<file path="config.mk">
export PLATFORM = sky130hd
export DESIGN_NAME = urxw_top
export DESIGN_NICKNAME = d
export VERILOG_FILES = /design/src/verilog/urxw_pkg.sv /design/src/verilog/urxw_frame.sv /design/src/verilog/urxw_top.sv
export VERILOG_INCLUDE_DIRS = /design/src /design/src/verilog
export SDC_FILE = /design/constraint.sdc
export NUM_CORES = 1
export LEC_CHECK = 0
export ABC_AREA = 1
export BUFFER_PORTS_ARGS = -buffer_cell sky130_fd_sc_hd__buf_2
export CORE_MARGIN = 3
export CORE_UTILIZATION = 60
export CTS_BUF_LIST = sky130_fd_sc_hd__clkbuf_4 sky130_fd_sc_hd__clkbuf_8
export CTS_CLUSTER_DIAMETER = 80
export DETAILED_ROUTE_END_ITERATION = 10
export HOLD_SLACK_MARGIN = 0.03
export PLACE_DENSITY_LB_ADDON = 0.2
export SLEW_MARGIN = 0
export SYNTH_ARGS = -nofsm -noshare
export SYNTH_HDL_FRONTEND = slang
export SYNTH_SLANG_ARGS = --single-unit
</file>
<file path="constraint.sdc">
create_clock -name clk -period 8.1 [get_ports clk]
set_clock_uncertainty 0.1 [all_clocks]
set_input_delay 1.215 -clock clk [delete_from_list [all_inputs] [get_ports clk]]
set_output_delay 1.215 -clock clk [all_outputs]
set_load 0.03 [all_outputs]
</file>
<file path="src/verilog/urxw_regs.svh">
// Timing counts and field constants of the serial receive error, interrupt and wake block
`ifndef URXW_REGS_SVH
`define URXW_REGS_SVH
`define URXW_CLK_NS 4
`define URXW_STARTUP_NS 4096
`define URXW_STARTUP_CYC ((`URXW_STARTUP_NS + `URXW_CLK_NS - 1) / `URXW_CLK_NS)
`define URXW_OVS_LAST 4'hf
`define URXW_SMP_A 4'h7
`define URXW_SMP_B 4'h8
`define URXW_SMP_C 4'h9
`define URXW_LAST8 4'h7
`define URXW_LAST9 4'h8
`define URXW_DEPTH 2'h2
`endif

</file>
<file path="src/verilog/urxw_pkg.sv">
// Types shared by the serial receive error, interrupt and wake block
package urxw_pkg;
  typedef enum logic [2:0] {
    URXW_IDLE = 3'b000,
    URXW_START = 3'b001,
    URXW_DATA = 3'b010,
    URXW_PAR = 3'b011,
    URXW_STOP1 = 3'b100,
    URXW_STOP2 = 3'b101,
    URXW_BRKW = 3'b110
  } urxw_state_t;
  typedef struct packed {
    logic nine;
    logic par_en;
    logic par_odd;
    logic two_stop;
  } urxw_cfg_t;
  typedef struct packed {
    logic [8:0] data;
    logic ferr;
    logic perr;
    logic nf;
  } urxw_word_t;
  typedef struct packed {
    logic rx_idle;
    logic framing_error_flag;
    logic parity_error_flag;
    logic noise_flag;
    logic overrun_flag;
    logic rx_available_flag;
  } urxw_status_t;
endpackage : urxw_pkg

</file>
<file path="src/verilog/urxw_frame.sv">
// Oversampling frame receiver: start, data, parity and stop bits with error capture
`timescale 1ns/1ns
`include "urxw_regs.svh"
module urxw_frame import urxw_pkg::*; (
  input wire logic clk,
  input wire logic reset,
  input wire logic run,
  input wire logic rx,
  input urxw_cfg_t cfg,
  input wire logic [7:0] divisor,
  output urxw_word_t word_r,
  output logic done_r,
  output logic idle_r
);
  function automatic logic maj3(input logic [2:0] s);
    maj3 = (s[0] & s[1]) | (s[0] & s[2]) | (s[1] & s[2]);
  endfunction : maj3

  urxw_state_t st_r, st_nxt;
  logic [7:0] div_r;
  logic [3:0] phase_r, phase_nxt, idx_r, idx_nxt;
  logic [8:0] sh_r, sh_nxt;
  logic [2:0] smp_r, smp_nxt;
  logic par_r, par_nxt, nf_r, nf_nxt, fe_r, fe_nxt, pe_r, pe_nxt, fin;

  wire tick = run && (div_r == divisor);
  wire at_end = tick && (phase_r == `URXW_OVS_LAST);
  wire maj = maj3(smp_r);
  wire noisy = (smp_r != 3'b000) && (smp_r != 3'b111);
  wire [3:0] last_idx = cfg.nine ? `URXW_LAST9 : `URXW_LAST8;
  wire [8:0] data_out = cfg.nine ? sh_nxt : {1'b0, sh_nxt[8:1]};

  always_comb begin
    st_nxt = st_r;
    phase_nxt = phase_r;
    idx_nxt = idx_r;
    sh_nxt = sh_r;
    smp_nxt = smp_r;
    par_nxt = par_r;
    nf_nxt = nf_r;
    fe_nxt = fe_r;
    pe_nxt = pe_r;
    fin = 1'b0;
    if (tick && st_r != URXW_IDLE && st_r != URXW_BRKW) begin
      phase_nxt = phase_r + 4'h1;
      if (phase_r == `URXW_SMP_A) smp_nxt[0] = rx;
      if (phase_r == `URXW_SMP_B) smp_nxt[1] = rx;
      if (phase_r == `URXW_SMP_C) smp_nxt[2] = rx;
    end
    if (at_end) nf_nxt = nf_r | noisy;
    case (st_r)
      URXW_IDLE: if (tick && !rx) begin
        st_nxt = URXW_START;
        phase_nxt = 4'h0;
        idx_nxt = 4'h0;
        par_nxt = 1'b0;
        nf_nxt = 1'b0;
        fe_nxt = 1'b0;
        pe_nxt = 1'b0;
      end
      URXW_START: if (at_end) st_nxt = maj ? URXW_IDLE : URXW_DATA;
      URXW_DATA: if (at_end) begin
        sh_nxt = {maj, sh_r[8:1]};
        par_nxt = par_r ^ maj;
        idx_nxt = idx_r + 4'h1;
        if (idx_r == last_idx) st_nxt = cfg.par_en ? URXW_PAR : URXW_STOP1;
      end
      URXW_PAR: if (at_end) begin
        pe_nxt = (par_r ^ maj) != cfg.par_odd;
        st_nxt = URXW_STOP1;
      end
      URXW_STOP1: if (at_end) begin
        fe_nxt = !maj;
        if (cfg.two_stop) st_nxt = URXW_STOP2;
        else fin = 1'b1;
      end
      URXW_STOP2: if (at_end) begin
        fe_nxt = fe_r | !maj;
        fin = 1'b1;
      end
      // The break wait is frozen too while the port clock is off
      URXW_BRKW: if (run && rx) st_nxt = URXW_IDLE;
      default: st_nxt = URXW_IDLE;
    endcase
    // A low stop bit may be a break: wait for the line to rise before hunting a start
    if (fin) st_nxt = fe_nxt ? URXW_BRKW : URXW_IDLE;
  end

  always_ff @(posedge clk or posedge reset) begin
    if (reset) begin
      st_r <= URXW_IDLE;
      div_r <= 8'h00;
      phase_r <= 4'h0;
      idx_r <= 4'h0;
      sh_r <= 9'h000;
      smp_r <= 3'h7;
      {par_r, nf_r, fe_r, pe_r} <= 4'h0;
      done_r <= 1'b0;
      word_r <= '0;
      idle_r <= 1'b1;
    end else begin
      if (run) div_r <= tick ? 8'h00 : div_r + 8'h01;
      st_r <= st_nxt;
      phase_r <= phase_nxt;
      idx_r <= idx_nxt;
      sh_r <= sh_nxt;
      smp_r <= smp_nxt;
      {par_r, nf_r, fe_r, pe_r} <= {par_nxt, nf_nxt, fe_nxt, pe_nxt};
      done_r <= fin;
      if (fin) word_r <= '{data: data_out, ferr: fe_nxt, perr: pe_nxt, nf: nf_nxt};
      idle_r <= (st_nxt == URXW_IDLE);
    end
  end
endmodule : urxw_frame

</file>
<file path="src/verilog/urxw_top.sv">
// Serial receive error flags, two-word receive buffer, interrupt gating and receive-line wake
//
// Notes on behaviour
// - Framing error flag sets when a stop bit samples low.
// - With two stop bits both must be high, else framing error.
// - Framing error stored with its word; cleared by any reset.
// - Parity error only when parity enabled; odd or even selectable; reset clears.
// - Interrupt request is a low pulse for any of six port conditions.
// - Each transmit condition has its own enable; receive conditions other than address detect share one.
// - Address detect raises the interrupt without a flag, when enabled.
// - Receive falling edge with clock stopped wakes, given all five enables.
// - Status flags are read-only and clear only by defined port actions.
// - Core sees interrupt only with global, unit enables and stack not full.
// - With address detect, receive interrupt only if top received bit high.
// - Without address detect, every received word gives a receive interrupt.
// - Stopped port clock freezes reception; it resumes when clock returns.
// - Idle or sleep leaves status, control, data and divisor untouched.
// - Receive line bits during oscillator start-up are discarded.
// - Without global or unit enable, the edge only wakes the system.
// - Wake interrupt is withheld until the start-up interval has passed.
// - Receive-available clears only after status access then data read.
// - Overrun also raises the interrupt when receive interrupt enabled.
// - Noise flag clears on status read followed by data read.
`timescale 1ns/1ns
`include "urxw_regs.svh"
module urxw_top import urxw_pkg::*; (
  input wire logic clk,
  input wire logic reset,
  input wire logic port_clk_on,
  input wire logic rx_pin,
  input wire logic port_mode_select,
  input wire logic port_enable_bit,
  input wire logic receiver_enable,
  input urxw_cfg_t serial_control_one,
  input wire logic addr_detect_enable,
  input wire logic rx_wake_enable,
  input wire logic rx_irq_enable,
  input wire logic tx_empty_irq_enable,
  input wire logic tx_idle_irq_enable,
  input wire logic tx_empty,
  input wire logic tx_idle,
  input wire logic global_irq_enable,
  input wire logic serial_unit_irq_enable,
  input wire logic stack_full,
  input wire logic [7:0] baud_divisor_reg,
  input wire logic status_access,
  input wire logic data_read,
  output urxw_status_t serial_status_reg,
  output logic [8:0] tx_rx_data_reg,
  output logic irq_pulse_n,
  output logic core_irq,
  output logic wake_req
);
  // Receive buffer, two words deep
  urxw_word_t mem_r [0:1];
  logic wr_ptr_r, rd_ptr_r;
  logic [1:0] cnt_r;
  logic overrun_r, armed_r;
  logic txe_prev_r, txi_prev_r, rx_prev_r, clk_on_prev_r;
  logic wake_pend_r;
  logic [15:0] startup_cnt_r;

  urxw_word_t fr_word;
  logic fr_done, fr_idle;

  // Frame engine runs only with the port clock on and outside the start-up window
  wire startup_busy = (startup_cnt_r != 16'h0000);
  wire port_on = port_mode_select && port_enable_bit && receiver_enable;
  wire fr_run = port_clk_on && port_on && !startup_busy;

  urxw_frame u_frame (
    .clk(clk),
    .reset(reset),
    .run(fr_run),
    .rx(rx_pin),
    .cfg(serial_control_one),
    .divisor(baud_divisor_reg),
    .word_r(fr_word),
    .done_r(fr_done),
    .idle_r(fr_idle)
  );

  // Software accesses are only seen while the port clock runs
  wire acc_ok = port_clk_on;
  wire stat_hit = status_access && acc_ok;
  wire read_hit = data_read && acc_ok;
  wire full = (cnt_r == `URXW_DEPTH);
  wire pop = read_hit && armed_r && (cnt_r != 2'h0);
  wire push = fr_done && (!full || pop);
  // A third word with both slots held is dropped and the buffer kept intact
  wire ovr_set = fr_done && full && !pop;

  wire push_msb = serial_control_one.nine ? fr_word.data[8] : fr_word.data[7];
  wire rx_ev = push && rx_irq_enable && (!addr_detect_enable || push_msb);
  wire addr_ev = push && addr_detect_enable && push_msb;
  wire ovr_ev = ovr_set && rx_irq_enable;
  wire txe_ev = tx_empty && tx_empty_irq_enable && !txe_prev_r;
  wire txi_ev = tx_idle && tx_idle_irq_enable && !txi_prev_r;

  // Wake path
  wire wake_arm = rx_wake_enable && port_on && rx_irq_enable;
  wire rx_fall = rx_prev_r && !rx_pin;
  wire wake_edge = !port_clk_on && wake_arm && rx_fall;
  wire clk_back = port_clk_on && !clk_on_prev_r;
  // Gated by the port clock: a clock stop late in start-up holds the count at one
  wire wake_ev = port_clk_on && (startup_cnt_r == 16'h0001);

  wire any_ev = rx_ev || addr_ev || ovr_ev || txe_ev || txi_ev || wake_ev;
  wire core_gate = global_irq_enable && serial_unit_irq_enable && !stack_full;

  wire [1:0] cnt_nxt = cnt_r + {1'b0, push} - {1'b0, pop};
  wire rd_ptr_nxt = rd_ptr_r ^ pop;
  urxw_word_t head;
  // A word written into the slot that becomes the head is shown at once, not one cycle stale
  assign head = (push && (rd_ptr_nxt == wr_ptr_r)) ? fr_word : mem_r[rd_ptr_nxt];
  wire have_nxt = (cnt_nxt != 2'h0);
  // No overrun can land on the clearing read: the arriving word is stored and the clear goes through
  wire overrun_nxt = ovr_set || (overrun_r && !pop);

  urxw_status_t status_nxt;
  assign status_nxt = '{
    rx_idle: fr_idle,
    framing_error_flag: have_nxt && head.ferr,
    parity_error_flag: have_nxt && head.perr,
    noise_flag: have_nxt && head.nf,
    overrun_flag: overrun_nxt,
    rx_available_flag: have_nxt
  };

  always_ff @(posedge clk or posedge reset) begin
    if (reset) begin
      mem_r[0] <= '0;
      mem_r[1] <= '0;
    end else if (push) begin
      mem_r[wr_ptr_r] <= fr_word;
    end
  end

  always_ff @(posedge clk or posedge reset) begin
    if (reset) begin
      wr_ptr_r <= 1'b0;
      rd_ptr_r <= 1'b0;
      cnt_r <= 2'h0;
      overrun_r <= 1'b0;
      armed_r <= 1'b0;
    end else begin
      wr_ptr_r <= wr_ptr_r ^ push;
      rd_ptr_r <= rd_ptr_nxt;
      cnt_r <= cnt_nxt;
      overrun_r <= overrun_nxt;
      // A status access arms the next data read to clear the flags
      armed_r <= stat_hit || (armed_r && !read_hit);
    end
  end

  always_ff @(posedge clk or posedge reset) begin
    if (reset) begin
      serial_status_reg <= '{rx_idle: 1'b1, default: 1'b0};
      tx_rx_data_reg <= 9'h000;
    end else begin
      serial_status_reg <= status_nxt;
      tx_rx_data_reg <= have_nxt ? head.data : 9'h000;
    end
  end

  always_ff @(posedge clk or posedge reset) begin
    if (reset) begin
      txe_prev_r <= 1'b0;
      txi_prev_r <= 1'b0;
      rx_prev_r <= 1'b1;
      clk_on_prev_r <= 1'b1;
    end else begin
      txe_prev_r <= tx_empty && tx_empty_irq_enable;
      txi_prev_r <= tx_idle && tx_idle_irq_enable;
      rx_prev_r <= rx_pin;
      clk_on_prev_r <= port_clk_on;
    end
  end

  // The start-up window only opens after a wake, so normal clock gating costs nothing
  always_ff @(posedge clk or posedge reset) begin
    if (reset) begin
      wake_pend_r <= 1'b0;
      startup_cnt_r <= 16'h0000;
      wake_req <= 1'b0;
    end else begin
      wake_req <= wake_edge;
      if (wake_edge) wake_pend_r <= 1'b1;
      else if (wake_ev) wake_pend_r <= 1'b0;
      if (clk_back && (wake_pend_r || wake_edge)) startup_cnt_r <= 16'(`URXW_STARTUP_CYC);
      else if (startup_busy && port_clk_on) startup_cnt_r <= startup_cnt_r - 16'h0001;
    end
  end

  always_ff @(posedge clk or posedge reset) begin
    if (reset) begin
      irq_pulse_n <= 1'b1;
      core_irq <= 1'b0;
    end else begin
      irq_pulse_n <= !any_ev;
      core_irq <= any_ev && core_gate;
    end
  end
endmodule : urxw_top
</file>
==> results of run 1 <==
==> critical path: stages <==
cell,delay [ns]
buf_2,0.21
nand2_4,0.08
nor3_4,0.30
inv_1,0.13
nand3b_1,0.15
nand2_1,0.09
ha_1,0.29
inv_1,0.04
ha_1,0.18
xnor2_1,0.22
xnor2_1,0.20
nor2_1,0.07
inv_1,0.31
o21ai_0,0.18
a31oi_1,0.16
==> synth_stat cells, types with 3 or more instances <==
| master | instances |
|---|---|
| dfrtp_1 | 109 |
| ha_1 | 12 |
| o21ai_1 | 11 |
| a31oi_1 | 12 |
| nand2_1 | 182 |
| inv_2 | 3 |
| o21ai_2 | 3 |
| nand3b_1 | 4 |
| nand4_1 | 9 |
| dfstp_2 | 8 |
| nand3_1 | 32 |
| o21ai_0 | 39 |
| nor3_1 | 9 |
| nand2_2 | 3 |
| a21oi_1 | 25 |
| inv_1 | 97 |
| buf_6 | 4 |
| mux2_2 | 12 |
| nor2_2 | 7 |
| buf_4 | 3 |
| xnor2_1 | 3 |
| or2_2 | 13 |
| nor2_1 | 60 |
| clkbuf_1 | 6 |
| a211oi_1 | 3 |
==> per-stage QoR <==
stage	hold slack (ns)	setup slack [ns]	total power [mW]
6_report	0.255	4.53	1.67
5_1_grt	0.264	4.41	1.75
4_1_cts	0.256	4.58	1.68
3_5_place_dp	0.247	4.24	1.09
3_3_place_gp	0.247	4.44	1.07
2_1_floorplan	0.245	3.70	0.998
==> power by group through the flow <==
stage	sequential [mW]	combinational (mW)	clock (mW)
floorplan	0.774	0.224	0
global placement	0.714	0.359	0
detailed placement	0.716	0.375	0
CTS	0.707	0.377	0.592
global route	0.717	0.416	0.621
finish	0.708	0.376	0.585
==> cell families after synthesis <==
logic type | after synthesis
compound gates | 102
simple gates | 331
xor+xnor | 7
buf+inv | 116
flops | 117
fa+ha+maj | 12
mux | 12
==> worst paths after layout <==
check / slack (ns) / end / cells past startpoint
max in group asynchronous: 5.91 / u_frame.nf_r$_DFF_PP0_ / 3
setup reg to reg: 5.15 / serial_status_reg[3]$_DFF_PP0_ / 14
setup / recovery: 4.53 / serial_status_reg[3]$_DFF_PP0_ / 15
min in group asynchronous: 0.75 / startup_cnt_r[10]$_DFFE_PP0P_ / 2
hold / removal: 0.26 / serial_status_reg[5]$_DFF_PP1_ / 0
hold reg to reg: 0.26 / serial_status_reg[5]$_DFF_PP1_ / 0
==> routing by layer <==
layer / vias up / track usage, %
li1: 2326 / -
met4: 0 / 8.62
met5: - / 0
met2: 94 / 37.9
met3: 18 / 5.81
met1: 2188 / 29.0
==> cell type report <==
class                   count  share of cell area [%]
clock buffers              21                    4.30
clock inverters            10                    2.32
inverters                 101                    5.82
multi-input cells         464                    36.7
flip-flops and latches    117                    44.6
well taps                 129                    2.45
repair buffers             49                    3.76
==> results_dict.tcl, run 1 <==
set metrics [dict create \
    drt_iter0_markers 184 \
    port-buffer-count 48 \
    synthAdderAreaFrac_pct 2.57 \
    reg_top3 "mem_r: 24 flops, startup_cnt_r: 16 flops, u_frame.word_r: 12 flops" \
    layout.nets 793 \
    yosysTopAreaCellShare_pct 46.8 \
    synth_cell_type_count 47 \
    slew_headroom_pct 46.8 \
    synthXorXnorAreaFrac_pct 1.50 \
    clkPwrFrac_pct 35.1 \
    hold_start "u_frame.idle_r$_DFF_PP1_" \
    ir_worst_vdd_mv 0.149 \
    dpl_cell_area_um2 6150 \
    cp_max_fo 13 \
    power.net_switching_mw 0.516 \
    post-cts-setup-buffer-count 0 \
    clk_pin_slew_ns 0.06 \
    fin_area_um2 6580 \
    yosysWarnings 0 \
    fin_crit_sh_pct 44.0 \
    status "complete, no violations" \
    core_region_area_um2 9330 \
    p_int_mw 1.15 \
    grt_pass1_vias 4511 \
    clock_latency_ns 0.44 \
    n_antenna_cell 0 \
    largest_reg_flops 24 \
    async_flop_share_pct 100 \
    drcViolationCount 0 \
    fmax_mhz 280 \
    synth.area.mux_share_pct 2.32 \
    wl_per_cell_um 13.2 \
    wl_met1_um 5310 \
    place.gp.congestion 0.948 \
    rsz0062_at_grt "no" \
    synth-seq-cells 117 \
    clock_sinks 117 \
    worst_pin_slew_ns 0.798 \
    final_layout_size_suffix_gt1_share_pct 18.6 \
    place_inst 860 \
    synthCells 697 \
    io_pins 49 \
    cts-hold-fix-buffers 0 \
    setup_viol 0 \
    p_per_area_nw_per_um2 253 \
    cp-end-kind "flip-flop" \
    clockBufferDepth 2 \
    initial_core_util_pct 62.5 \
    top_layer_used "met4" \
    critical_path.startpoint "port_clk_on" \
    cts_buffers 17 \
    root_buffer "clkbuf_8" \
    grt_overflow_total 0 \
    synth.cell_area_um2 5830 \
    synth_enable_flop_cells 0 \
    fill_cells 742 \
    maxCapViolCount 0 \
    mostFrequentLayoutCell "nand2_1" \
    grt_max_degree 68 \
    worstPathArrival_ns 3.83 \
    wl_met2_um 5730 \
    instances_no_fill 891 \
    period_needed_ns 3.57 \
    detail-route-antenna-nets 0 \
    cts_resized 0 \
    die_area_um2 10900 \
    die_x_um 105 \
    via_count 4626 \
    synth.net_count 740 \
    cts_tree "built" \
    path_class "in -> reg" \
    yosys.area_share.simple_pct 25.3 \
    synth_area_leader_cell "dfrtp_1" \
    routed_wl_um 11700 \
    first_pass_iters 5 \
    synth_flop_cell "dfrtp_1" \
    power_frac_seq_pct 42.4 \
    htreeDepth 4 \
    dp.final_hpwl_um 8280 \
    layout_common_cells "nand2_1, dfrtp_1, inv_1" \
    postSynthAreaPerCell_um2 8.37 \
    rows 35 \
    avgViaCountPerCell 5.19 \
    timing.rr.start "cnt_r[1]$_DFF_PP0_" \
    multi_input_area_um2 2420 \
    synthToLayoutAreaGrowth_pct 12.8 \
    grt_first_pass_wirelength_um 20200 \
    required_ns 8.36 \
    ys_seq_area_share_pct 50.4 \
    top_register "mem_r" \
    final_core_util_pct 70.6 \
    start_kind "primary input" \
    seq_area_um2 2940 \
    track_usage_pct 22.8 \
    synth_area_leaders "dfrtp_1, nand2_1, inv_1, nor2_1, dfstp_2" \
    synth_compound_area_share_pct 9.71 \
    comb_power_share_pct 22.5 \
    synth_top_family_by_area "simple AND/OR/NAND/NOR gates" \
    slew_viol_final 0 \
    tns_ns 0 \
    hold_path.class "reg -> reg" \
    p_leak_nw 3.44 \
    sw_frac_of_total_pct 30.9 \
    antenna_found_initial 0 \
    met3_length_um 502 \
    fp.dieH_um 105 \
    hold_viol_final 0 \
]
Note: power is estimated with default switching activity, not from simulation.
==> run 2, diff against run 1 <==
--- a/config.mk
+++ b/config.mk
@@ -9,7 +9,7 @@
 export ABC_AREA = 1
 export BUFFER_PORTS_ARGS = -buffer_cell sky130_fd_sc_hd__buf_2
 export CORE_MARGIN = 3
-export CORE_UTILIZATION = 60
+export CORE_UTILIZATION = 56
 export CTS_BUF_LIST = sky130_fd_sc_hd__clkbuf_4 sky130_fd_sc_hd__clkbuf_8
 export CTS_CLUSTER_DIAMETER = 80
 export DETAILED_ROUTE_END_ITERATION = 10
==> constraint.sdc (replaced) <==
create_clock -name clk -period 3.2 [get_ports clk]
set_clock_uncertainty 0.1 [all_clocks]
set_input_delay 0.48 -clock clk [delete_from_list [all_inputs] [get_ports clk]]
set_output_delay 0.48 -clock clk [all_outputs]
set_load 0.03 [all_outputs]
==> run 2 against run 1 <==
Core utilization decreased by 4.4 points. First-iteration DRC count grew 84%. Combinational power increased to 2.6 times the previous value. Non-clock buffer count increased by 6. Via count up 1.0%. Power rose by 140%. Global-route usage down 1.0 points. Die area increased by 6.7%. Register-to-register slack worse by 4.5 ns. Cell count increased by 1.2%. Sequential share of layout area about the same. Critical path depth shrank 1.
==> results_dict.tcl, run 2 (synthesis gave the netlist of run 1 again) <==
set metrics [dict create \
    status "complete, no violations" \
    worstSetupEndpoint "tx_rx_data_reg[8]$_DFF_PP0_" \
    cp_top_family "simple AND/OR/NAND/NOR gates" \
    cts_tree "built" \
    drcViolationCount 0 \
    ir_worst_vdd_mv 0.307 \
    dp.final_hpwl_um 8420 \
    fin_crit_sh_pct 79.9 \
    synthToLayoutAreaGrowth_pct 12.9 \
    first_pass_iters 6 \
    rsz0062_at_grt "no" \
    crit_chain "nor2_1 -> nor3_4 -> inv_1 -> nand3b_1 -> nand2_1 -> ha_1 -> inv_1 -> ha_1 -> xnor2_1 -> xnor2_1 -> nor2_1 -> inv_1 -> o21ai_0 -> a31oi_1" \
    clk_pin_slew_ns 0.07 \
    setup_viol 0 \
    routed_wl_um 11800 \
    dpl_cell_area_um2 6200 \
    fp.dieH_um 108 \
    hold_viol_final 0 \
    initial_core_util_pct 58.6 \
    clock_latency_ns 0.42 \
    path_class "reg -> reg" \
    place.gp.congestion 0.865 \
    path_common_cell "inv_1" \
    required_ns 3.44 \
    hold_path.class "in -> reg" \
    fin_area_um2 6590 \
    antenna_found_initial 0 \
    root_buffer "clkbuf_8" \
    r2r_cells 14 \
    track_usage_pct 21.8 \
    worstPathArrival_ns 2.79 \
    critPathBufInv 3 \
    largest_reg_flops 24 \
    cts_buffers 17 \
    avgViaCountPerCell 5.18 \
    crit_slowest_cell "dfrtp_1" \
    io_pins 49 \
    final_core_util_pct 66.2 \
    clock_sinks 117 \
    reg_top3 "mem_r: 24 flops, startup_cnt_r: 16 flops, u_frame.word_r: 12 flops" \
    p_per_area_nw_per_um2 609 \
    layout_common_cells "nand2_1, dfrtp_1, inv_1" \
    grt_first_pass_wirelength_um 20200 \
    worst_pin_slew_ns 0.806 \
    cp_max_fo 13 \
    grt_max_degree 82 \
    fmax_mhz 391 \
    maxCapViolCount 0 \
    port-buffer-count 48 \
    layout.nets 799 \
    p_leak_nw 3.42 \
    final_layout_size_suffix_gt1_share_pct 19.2 \
    wl_per_cell_um 13.0 \
    timing.rr.end "tx_rx_data_reg[8]$_DFF_PP0_" \
    max_stage_delay_ns 0.39 \
    start_kind "flip-flop" \
    rows 36 \
    grt_pass1_vias 4507 \
    grt_overflow_total 0 \
    die_x_um 108 \
    die_area_um2 11700 \
    htreeDepth 4 \
    critical_path.startpoint "cnt_r[1]$_DFF_PP0_" \
    clockBufferDepth 2 \
    core_region_area_um2 9950 \
    via_count 4674 \
    tns_ns 0 \
    timing.rr.start "cnt_r[1]$_DFF_PP0_" \
    slew_viol_final 0 \
    period_needed_ns 2.56 \
    regToRegSetupSlack_ns 0.64 \
    slew_headroom_pct 45.9 \
    top_register "mem_r" \
    mostFrequentLayoutCell "nand2_1" \
    path_depth 14 \
    hold_depth 1 \
    detail-route-antenna-nets 0 \
    n_antenna_cell 0 \
    cp-end-kind "flip-flop" \
    drt_iter0_markers 339 \
]
-- run 2: cell count changes in the layout (fill, tap and decap cells not counted), sizes merged --
cell | before | now
clkinvlp | 1 | 5
bufinv | 4 | 1
dlygate4sd3 | 0 | 1
buf | 49 | 54
clkbuf | 21 | 18
inv | 100 | 103
-- run 2: worst register-to-register path: cells and delay by family (launching register included) --
kind / cells / cell delay, ns
buffers and inverters: 3 / 0.41
AOI/OAI and AO/OA: 2 / 0.32
DFF: 1 / 0.39
xor gates and xnor gates: 2 / 0.33
and+or+nand+nor: 5 / 0.48
adders and majority gates: 2 / 0.46
-- run 2: how the worst min path moves through the flow --
stage | startpoint | to | slack (ns)
final | rx_pin | rx_prev_r$_DFF_PP1_ | 0.09
after global routing | rx_pin | rx_prev_r$_DFF_PP1_ | 0.07
after CTS | rx_pin | rx_prev_r$_DFF_PP1_ | 0.06
after detailed placement | u_frame.idle_r$_DFF_PP1_ | serial_status_reg[5]$_DFF_PP1_ | 0.25
after global placement | u_frame.idle_r$_DFF_PP1_ | serial_status_reg[5]$_DFF_PP1_ | 0.25
after floorplan | u_frame.idle_r$_DFF_PP1_ | serial_status_reg[5]$_DFF_PP1_ | 0.25
-- run 2: metal layers --
layer  routed length (um)  up-vias  track usage (%)
met1                 5440     2226             28.9
met3                  466       13             4.60
met2                 5730       93             36.0
met5                    0        -                0
li1                     -     2342                -
met4                  125        0             7.30
-- run 2: layout make-up --
cell class,count,area [um2]
repair buffers,55,308
clock buffers,18,248
inverters,101,384
flip-flops and latches,117,2940
fillers,838,3370
clock inverters,14,128
well taps,133,166
multi-input cells,464,2420
-- run 2: timing repair --
| item | in CTS | in global routing |
|---|---|---|
| hold buffers | 1 | 0 |
| buffers inserted | 0 | 0 |
| endpoints found under the hold margin | 2 | 0 |
| gates resized for setup | 0 | 0 |
-- run 2: stage by stage --
stage | hold WS (ns) | cells | total power, mW | setup slack [ns]
global placement | 0.247 | 869 | 2.74 | 0.412
CTS | 0.0620 | 902 | 4.05 | 0.614
finish | 0.0911 | 902 | 4.01 | 0.644
global route | 0.0689 | 902 | 4.26 | 0.331
detailed placement | 0.254 | 869 | 2.78 | 0.281
floorplan | 0.245 | 697 | 2.53 | 0.431
-- run 2: power breakdown --
part / switching, mW / internal, mW / total (mW)
clock: 0.623 / 0.640 / 1.26
combinational: 0.607 / 0.355 / 0.961
sequential: 0.116 / 1.67 / 1.78
total: 1.35 / 2.66 / 4.01
